## src/voice_port_pkg.sv

```systemverilog
// constants shared by the voice message playback port
// assumes a 100 MHz core clock; all times are converted to cycles here
package voice_port_pkg;
   // ----------------------------------------------------------------
   // address space
   // ----------------------------------------------------------------
   localparam int          ADDR_W      = 10;
   localparam logic [9:0]  ADDR_LAST   = 10'h257;
   localparam int          ADDR_COUNT  = 600;
   // ----------------------------------------------------------------
   // timing
   // ----------------------------------------------------------------
   localparam int          CLK_HZ      = 100000000;
   localparam int          SAMPLE_HZ   = 8000;
   localparam int          SAMPLE_DIV  = CLK_HZ / SAMPLE_HZ;
   localparam real         END_PULSE_MS = 12.5;
   localparam int          END_PULSE_CYC =
      int'(END_PULSE_MS * real'(CLK_HZ) / 1000.0);
   // samples held per address: 480k cells over 600 addresses
   localparam int          SAMPLES_PER_ADDR = 800;
   localparam int          SAMPLE_CNT_W = 10;
   // stored message-end marker value
   localparam logic [7:0]  MARKER_CODE = 8'hff;
endpackage

```

## src/rate_divider.sv

```systemverilog
// one-cycle enable pulse every DIV clocks
// assumes a synchronous active-low reset and a free-running clock
`timescale 1ns/1ps
module rate_divider #(
   parameter int DIV = 12500
) (
   input  wire logic core_clk,
   input  wire logic rst_n,
   input  wire logic run,
   output logic      tick
);
   logic [31:0] count_reg;
   wire         atEnd = (count_reg == 32'(DIV - 1));

   always_ff @(posedge core_clk) begin
      if (!rst_n || !run) begin
         count_reg <= 32'h0;
         tick      <= 1'b0;
      end else begin
         count_reg <= atEnd ? 32'h0 : count_reg + 32'h1;
         tick      <= atEnd;
      end
   end
endmodule

```

## src/voice_message_port.sv

```systemverilog
// host-facing control logic of the voice record/playback device
// assumes all pins are synchronous to core_clk; audio path is abstracted
// to an 8-bit sample in and out, marker storage is one flag per address
`timescale 1ns/1ps
module voice_message_port #(
   parameter int END_PULSE_CYC = voice_port_pkg::END_PULSE_CYC,
   parameter int SAMPLE_DIV    = voice_port_pkg::SAMPLE_DIV,
   parameter int SAMPLES_PER_ADDR = voice_port_pkg::SAMPLES_PER_ADDR
) (
   input  wire logic       core_clk,
   input  wire logic       rst_n,
   input  wire logic [9:0] message_address_lines,
   input  wire logic       enable_n,
   input  wire logic       sleep_request,
   input  wire logic       play_record_sel,
   input  wire logic [7:0] sample_in,
   output logic [7:0]      sample_out,
   output logic            message_end_pulse_n,
   output logic            storage_full_n,
   output logic            busy
);
   // ----------------------------------------------------------------
   // state
   // ----------------------------------------------------------------
   typedef enum logic [1:0] {IDLE, RECORD, PLAY, HOLD} state_t;
   state_t state_reg;
   state_t state_next;

   logic [9:0]  addr_reg;
   logic [9:0]  sampleCnt_reg;
   logic [31:0] endCnt_reg;
   logic [7:0]  lastSample_reg;
   logic        marker_reg [0:voice_port_pkg::ADDR_COUNT-1];
   logic        tick;

   // ----------------------------------------------------------------
   // decode
   // ----------------------------------------------------------------
   wire addrValid = (message_address_lines <= voice_port_pkg::ADDR_LAST);
   wire canStart  = !sleep_request && !enable_n && addrValid;
   wire running   = (state_reg == RECORD) || (state_reg == PLAY);
   wire addrDone  = tick &&
      (sampleCnt_reg == 10'(SAMPLES_PER_ADDR - 1));
   wire atLast    = (addr_reg == voice_port_pkg::ADDR_LAST);
   wire memEnd    = addrDone && atLast;
   // releasing enable ends a recording; marker is written there
   wire recStop   = (state_reg == RECORD) && (enable_n || memEnd);
   wire playMark  = (state_reg == PLAY) && addrDone && marker_reg[addr_reg];
   wire msgEnd    = recStop || playMark || ((state_reg == PLAY) && memEnd);
   wire pulseOn   = (endCnt_reg != 32'h0);

   rate_divider #(
      .DIV (SAMPLE_DIV)
   ) u_sample_rate (
      .core_clk (core_clk),
      .rst_n    (rst_n),
      .run      (running),
      .tick     (tick)
   );

   // ----------------------------------------------------------------
   // sequencing
   // ----------------------------------------------------------------
   always_comb begin
      state_next = state_reg;
      case (state_reg)
         IDLE: begin
            if (canStart) begin
               state_next = play_record_sel ? RECORD : PLAY;
            end
         end
         RECORD, PLAY: begin
            if (sleep_request) begin
               state_next = IDLE;
            end else if (msgEnd) begin
               state_next = HOLD;
            end
         end
         HOLD: begin
            // a held-low enable must not relaunch before the pulse ends
            if (!pulseOn && enable_n) begin
               state_next = IDLE;
            end
         end
         default: state_next = IDLE;
      endcase
   end

   always_ff @(posedge core_clk) begin
      if (!rst_n) begin
         state_reg <= IDLE;
      end else begin
         state_reg <= state_next;
      end
   end

   // ----------------------------------------------------------------
   // address and sample counting
   // ----------------------------------------------------------------
   always_ff @(posedge core_clk) begin
      if (!rst_n) begin
         addr_reg      <= 10'h0;
         sampleCnt_reg <= 10'h0;
      end else if (state_reg == IDLE) begin
         addr_reg      <= message_address_lines;
         sampleCnt_reg <= 10'h0;
      end else if (running && tick) begin
         sampleCnt_reg <= addrDone ? 10'h0 : sampleCnt_reg + 10'h1;
         if (addrDone && !atLast) begin
            addr_reg <= addr_reg + 10'h1;
         end
      end
   end

   // ----------------------------------------------------------------
   // marker storage; one sample word stands in for the analog cells
   // ----------------------------------------------------------------
   always_ff @(posedge core_clk) begin
      if (!rst_n) begin
         lastSample_reg <= 8'h0;
      end else if (state_reg == RECORD && tick) begin
         lastSample_reg <= sample_in;
      end
   end

   // flags are cleared at reset so that playing an unrecorded address
   // reads a known value instead of letting an unknown reach the pins
   always_ff @(posedge core_clk) begin
      if (!rst_n) begin
         for (int i = 0; i < voice_port_pkg::ADDR_COUNT; i++) begin
            marker_reg[i] <= 1'b0;
         end
      end else begin
         if (state_reg == RECORD && tick) begin
            marker_reg[addr_reg] <= 1'b0;
         end
         // a stop in the same cycle as a sample keeps the marker
         if (recStop) begin
            marker_reg[addr_reg] <= 1'b1;
         end
      end
   end

   // ----------------------------------------------------------------
   // outputs
   // ----------------------------------------------------------------
   always_ff @(posedge core_clk) begin
      if (!rst_n) begin
         endCnt_reg <= 32'h0;
      end else if (msgEnd) begin
         endCnt_reg <= 32'(END_PULSE_CYC);
      end else if (pulseOn) begin
         endCnt_reg <= endCnt_reg - 32'h1;
      end
   end

   // ----------------------------------------------------------------
   // output decode
   // ----------------------------------------------------------------
   // the pin falls with the end event itself, on the same edge that
   // loads the counter, so the low time is exactly END_PULSE_CYC
   wire       endPinNext = !(msgEnd || (endCnt_reg > 32'h1));
   wire       fullSet    = memEnd && running;
   wire       fullClear  = (state_reg == IDLE) && canStart;
   wire [7:0] playSample = (state_reg == PLAY) ? lastSample_reg : 8'h0;
   wire       busyNext   = (state_next != IDLE);

   always_ff @(posedge core_clk) begin
      if (!rst_n) begin
         message_end_pulse_n <= 1'b1;
      end else begin
         message_end_pulse_n <= endPinNext;
      end
   end

   // full latches until the next accepted start, so a cascaded part
   // can see it long after this one has gone idle
   always_ff @(posedge core_clk) begin
      if (!rst_n) begin
         storage_full_n <= 1'b1;
      end else if (fullSet) begin
         storage_full_n <= 1'b0;
      end else if (fullClear) begin
         storage_full_n <= 1'b1;
      end
   end

   always_ff @(posedge core_clk) begin
      if (!rst_n) begin
         sample_out <= 8'h0;
      end else begin
         sample_out <= playSample;
      end
   end

   always_ff @(posedge core_clk) begin
      if (!rst_n) begin
         busy <= 1'b0;
      end else begin
         busy <= busyNext;
      end
   end
endmodule

```

## config.mk

```make
export PLATFORM = sky130hd
export DESIGN_NAME = voice_message_port
export DESIGN_NICKNAME = d
export VERILOG_FILES = /design/src/voice_port_pkg.sv /design/src/rate_divider.sv /design/src/voice_message_port.sv
export SDC_FILE = /design/constraint.sdc
export NUM_CORES = 2
export LEC_CHECK = 0
export BUFFER_PORTS_ARGS = -buffer_cell sky130_fd_sc_hd__buf_4
export CAP_MARGIN = 15
export CORE_MARGIN = 4
export CORE_UTILIZATION = 35
export DETAILED_ROUTE_END_ITERATION = 7
export PLACE_DENSITY = 0.48
export SYNTH_ARGS = -nofsm -noshare
export SYNTH_HDL_FRONTEND = slang
export SYNTH_HIERARCHICAL = 1
export SYNTH_SLANG_ARGS = --single-unit
```

## constraint.sdc

```tcl
create_clock -name core_clk -period 21.2 [get_ports core_clk]
set_input_delay 2.12 -clock core_clk [delete_from_list [all_inputs] [get_ports core_clk]]
set_output_delay 2.12 -clock core_clk [all_outputs]
set_load 0.02 [all_outputs]
```

## After elaboration in Yosys (flattened, before gate mapping)

Memory sizes are Yosys's and may differ from the RTL's. A register that Yosys moved wholly into a read port is not among the register bits.
Cells that the tools add are included.

| cells by class | value |
|---|---|
| add/sub/neg operators | 4 |
| multipliers | 0 |
| divide/modulo/power cells | 0 |
| order comparisons | 2 |
| eq/ne operators | 6 |
| shift-type cells | 0 |
| mux-type cells | 27 |
| bitwise gates (word level) | 2 |
| reduce and logical (&&, ||, !) cells | 41 |

Operators by type and width:

| kind | number |
|---|---|
| $mux W10 | 7 |
| $mux W21 | 2 |
| $add A32 B1 Y32 const B | 1 |
| $eq A32 B14 Y1 const B | 1 |
| $gt A32 B1 Y1 const B | 1 |
| $reduce_bool A32 Y1 | 1 |
| $sub A32 B1 Y32 const B | 1 |
| $add A10 B1 Y10 const B | 2 |
| $eq A10 B10 Y1 const B | 2 |
| $logic_and A1 B1 Y1 | 14 |
| $mux W1 | 12 |
| $le A10 B10 Y1 const B | 1 |
| $mux W2 | 5 |
| $reduce_bool A2 Y1 | 5 |
| $reduce_or A2 Y1 | 4 |
| $logic_not A1 Y1 | 7 |
| $logic_or A1 B1 Y1 | 6 |
| $pmux W2 S3 | 1 |
| $eq A2 B2 Y1 const B | 2 |
| $reduce_and A2 Y1 | 2 |
| $eq A2 B1 Y1 const B | 1 |
| $logic_not A2 Y1 | 1 |
| $not A1 Y1 | 1 |
| $or A1 B1 Y1 | 1 |
| $reduce_or A1 Y1 | 1 |

| storage, ports and cells | value |
|---|---|
| register bits | 106 |
| bits in latches | 0 |
| RAM bits | 600 |
| memory bits (read-only) | 0 |
| input port bits | 23 |
| output and inout port bits | 11 |
| word-level logic and storage cells | 95 |
| memories kept | 1 |

Memories:

| memory | words | width | rd ports | clocked after memory_dff | wr ports | line | source |
|---|---|---|---|---|---|---|---|
| marker_reg | 600 | 1 | 1 | 1 | 600 | voice_message_port.sv:33 | `logic marker_reg [0:voice_port_pkg::ADDR_COUNT-1];` |

## Logic depth before layout (Yosys ltp)

| logic depth | value |
|---|---|
| depth after elaboration | 11 |
| mapped depth | 16 |
| mapped depth without buffers | 10 |

## Cells and area by module

The synthesis kept the hierarchy.

Modules (own cells, without submodules):

| module | instances | cells each | area each (µm²) | sequential area each (µm²) |
|---|---|---|---|---|
| voice_message_port | 1 | 4483 | 49824.0 | 26405.3 |
| rate_divider | 1 | 179 | 1591.5 | 660.6 |

## Worst setup path after synthesis

OpenSTA, ideal clock, no wires.

| timing path | value |
|---|---|
| path type | in2reg |
| start point | input rst_n |
| end point | memory marker_reg[1000], data pin |
| library setup time | 1.144 ns |
| arrival | 7.571 ns |
| required time | 20.056 ns |
| slack | 12.486 ns |
| cell stages on the path | 5 |
| buffers on the path | 3 |
| cell sequence | clkbuf_1 -> nand3_1 -> clkbuf_1 -> clkbuf_1 -> inv_1 |

RTL lines:

| element | line | source |
|---|---|---|
| start, declared | voice_message_port.sv:11 | `input wire logic rst_n,` |
| end, declared | voice_message_port.sv:33 |  |

==> summary.md <==
The flow ran to the end, and the final reports show no timing, DRC or antenna violations. STA classifies the critical path endpoint as a flip-flop. Setup violations remaining at the end of the flow were counted as 0.

The initial antenna violation count was 1. The logs give 3 for the number of buffers on the longest clock path and 0 for the count of endpoints failing hold in the final timing report. The worst hold path stage count is 2, and the number of instances in the placed design is 6106.

The share of async-settable or async-resettable flops after synthesis is 0, and the die height is 391 um. TritonCTS built the clock tree. Summed over all layers, the global routing overflow is 0.

The number of hold-repair buffers added at the cts stage was 0. The fraction of met2 tracks used by global routing was 0.349; the final weighted congestion in routability-driven placement was 0.783. The worst setup path is of the reg -> reg kind.

Fraction of power spent switching nets: 0.247. The number of sinks driven by the clock tree is 1140, and the maximum VDD drop is 55.5 uV. For the pin with the worst max-slew slack, the measured transition is 1.34 ns. The number of unique standard cell types used by synthesis is 65, and the clock-pin slew on the worst setup and hold paths is 0.06 ns.

The tools report the worst clock skew as 0.0292 ns. The tools report the global-route met3 utilization as 0.0323. The number of flops mapped to enable cells by yosys was 424; the via density per instance was 5.93. The sequential share of the synthesized area is 0.526, and the areal power density over the cells is 87.3 nW/um^2. Yosys printed 6 warnings. The highest-delay cell along the critical path was dfxtp_4.

In the final design database the tool counted 4372 nets. The number of max-capacitance violations reported is 0, and the layout-stage area growth over the synthesis result is 11.4%. The logs give 16.3 nW for the leakage dissipation and 13.97 ns for the final critical-path setup slack. Traced cell by cell, the critical path runs through buf_4 -> buf_12 -> buf_4 -> nor2b_1 -> a22oi_1 -> a21oi_1 -> o41ai_1 -> a41oi_1 -> nor4_1 -> a21oi_2 -> nand3_2 -> a21oi_1. The starting utilization of the core area was 0.353.

In this run, the number of DRC markers left after iteration 0 of detailed routing was 3654. The run gives 0.106 as the max-slew headroom at the worst pin. Power comes to 5.00 mW.

Once detailed placement completed, the half-perimeter wirelength came to 87.5 mm. The number of global-route vias before repair was 35600; the post-detailed-placement cell area was 52700 sq um. The remaining routing DRC violations was 0. On the worst path, the slowest cell contributes a delay of 0.93 ns.

In this run, CTS created clock tree buffers numbering 132. The worst hold path belongs to the class reg -> reg. In the synthesized netlist the dominant register cell turns out to be dfxtp_1. The fraction of layout cells with a size suffix above 1 was 0.121; the flip-flop and latch count after synthesis was 1140.

The overall fraction of global-route tracks in use was 0.215. Count of TritonRoute iterations in the first routing pass: 6. The floorplan step defined a core boundary enclosing 146000 sq um.

The startpoint type of the worst setup path was a flip-flop. The run gives 0 as the final number of max-transition violations. The placement-stage worst setup slack is 13.91 ns, and the area share of the largest cell type after synthesis is 0.279. The proportion of power drawn by the clock network is 0.451.

In this run the worst path has a maximum fanout of 108. Yosys attributes the largest share of cell area to dfxtp_1, edfxtp_1, o31ai_1. For the met1 usage, the log shows 0.298. The tools report the root buffer cell as clkbuf_16.

For this design the total switching power over the nets is 1.24 mW. Static timing analysis puts the maximum clock frequency at 138 MHz. The total I/O pin count is 34, and the post-synthesis instance area is 51400 sq um. Port buffering added 33 buffers. The total number of vias came out at 37700. The internal power component came out at 3.77 mW. The post-cts sizing count was 0; the synthesized area divided by synthesized cell count was 11.0 sq um. The synthesized design spends more area on one cell type than any other, namely dfxtp_1. In this run the horizontal extent of the chip is 391 um. The final setup TNS came out at 0 ns. With fillers left out, the area of the finished cells amounts to 57300 sq um. The number of cells on the worst reg-to-reg path is 12, and the data required time of the critical path is 21.86 ns. The floorplan has 140 rows. Layer with the highest usage: met2. Share of the cycle needed by the critical path after routing: 0.341. Fill cells in the final layout number 14100. After detailed routing, the total wire length is 168 mm. The register with the most flip-flops in the layout has 1024 of them.

Clock latency on the worst-skew pair, taken at its later pin, is 0.75 ns. The instance count of the mapped netlist is 4662, and the global-route wire length before repair is 247 mm. The part of the power in combinational logic came out at 0.083.

In the final routed layout, each cell accounts on average for 26.4 um. The number of nets produced by synthesis was 4698. The count of nets left with antenna violations once routing finished came out at 0. The maximum number of pins on one net before global-route repair is 193.

After the flow finishes, the layout carries non-filler instances totaling 6360. The clock tree synthesis step divided the H-tree into 4 levels. The register-to-register setup slack came out at 13.97 ns. The critical path data arrival time is 7.89 ns. Setup repair after global routing left no endpoint under its margin. The tools report the sequential share of power as 0.466. Buffers added to address setup during post-CTS repair amount to 0. Counting I/O delays and the setup requirement, the final critical path takes 7.23 ns. The overall die area is 153000 sq um.
worst paths after layout:
kind	startpoint	to
max reg2reg	flip-flop	endCnt_reg[27]
min reg2reg	lastSample_reg[6]	lastSample_reg[6]
max	flip-flop	endCnt_reg[27]
min	lastSample_reg[6]	lastSample_reg[6]
cell usage in the layout (no fill, tap or decap), types with 14 or more instances in the layout:
| cell type | synthesis | routed |
|---|---|---|
| nand3_1 | 70 | 37 |
| nor4_1 | 14 | 14 |
| nor2b_1 | 17 | 15 |
| xor2_1 | 32 | 32 |
| mux2i_1 | 276 | 276 |
| clkbuf_16 | 0 | 140 |
| clkbuf_8 | 0 | 22 |
| nand2_1 | 109 | 93 |
| a31oi_1 | 14 | 14 |
| nand3_4 | 0 | 29 |
| edfxtp_1 | 424 | 424 |
| and2_1 | 17 | 16 |
| buf_4 | 20 | 112 |
| o21ai_0 | 29 | 29 |
| a21oi_1 | 87 | 87 |
| inv_1 | 17 | 16 |
| and3_1 | 19 | 19 |
| a22oi_1 | 121 | 121 |
| a221oi_1 | 29 | 29 |
| nand2_2 | 0 | 16 |
| mux4_2 | 132 | 132 |
| clkinv_2 | 0 | 17 |
| nand4_1 | 18 | 18 |
| mux2_2 | 16 | 16 |
| nor2_1 | 534 | 533 |
| xnor2_1 | 25 | 25 |
| clkbuf_1 | 501 | 39 |
| or4_1 | 16 | 16 |
| o31ai_1 | 609 | 609 |
| dfxtp_1 | 716 | 713 |
| o211ai_1 | 602 | 602 |
metal layers:
layer,share of wire,vias to the layer above
met3,0.055,235
met2,0.47,1067
met1,0.45,18900
met4,0.026,0
li1,-,17500
met5,0,-
through the flow:
stage	hold WS (ns)	util
after floorplan	0.432	-
after global placement	0.439	0.362
after detailed placement	0.443	0.362
after CTS	0.451	0.391
after global routing	0.479	0.393
final	0.451	0.393
cells in the mapped netlist (all sizes together) (3+ instances only):
library cell,instances
dfxtp,716
o31ai,609
o211ai,602
nor2,534
clkbuf,502
edfxtp,424
mux2i,276
mux4,132
a22oi,121
nand2,109
a21oi,88
buf,87
nand3,72
xor2,32
o21ai,31
a221oi,29
xnor2,25
nand4,21
and3,19
inv,18
and2,17
nor2b,17
mux2,16
or4,16
a31oi,14
nor4,14
ha,13
o41ai,13
nor3,12
o22ai,12
or3,10
nand2b,8
and4,6
nor3b,6
a32oi,4
a41oi,4
nor4b,4
o22a,4
a21o,3
and3b,3
nand4b,3
cell families after synthesis:
kind of cell / count (synthesis) / share of synthesized area
and+or+nand+nor: 875 / 0.0755
xor gates and xnor gates: 57 / 0.00971
AOI/OAI and AO/OA: 1546 / 0.221
buffers and inverters: 607 / 0.0492
DFF: 1140 / 0.526
adders and majority gates: 13 / 0.00316
muxes: 424 / 0.115
critical path, delay by kind of cell, from the launching register on:
kind                   cells  cell delay, ns
buffers and inverters      3            2.13
flip-flops                 1            0.93
AND/OR/NAND/NOR            3            1.72
AO/OA/AOI/OAI              6            2.11
power by group through the flow:
stage                     Sequential, mW  Combinational (mW)  Clock (mW)
final                               2.33               0.417        2.25
after global routing                2.33               0.456        2.39
after CTS                           2.33               0.416        2.31
after detailed placement            2.38               0.414           0
after global placement              2.38               0.414           0
after floorplan                     2.36               0.309           0
layout make-up:
cell class	instances	area [sq um]	area share
Antenna cell	1	2.50	0.0000437
Clock buffer	201	3950	0.0690
Clock inverter	39	304	0.00531
Inverter	18	75.1	0.00131
Multi-Input combinational cell	2915	22300	0.389
Sequential cell	1140	27100	0.473
Tap cell	1917	2400	0.0419
Timing Repair Buffer	129	1210	0.0211
No activity file was read; power rests on OpenSTA's default activity.
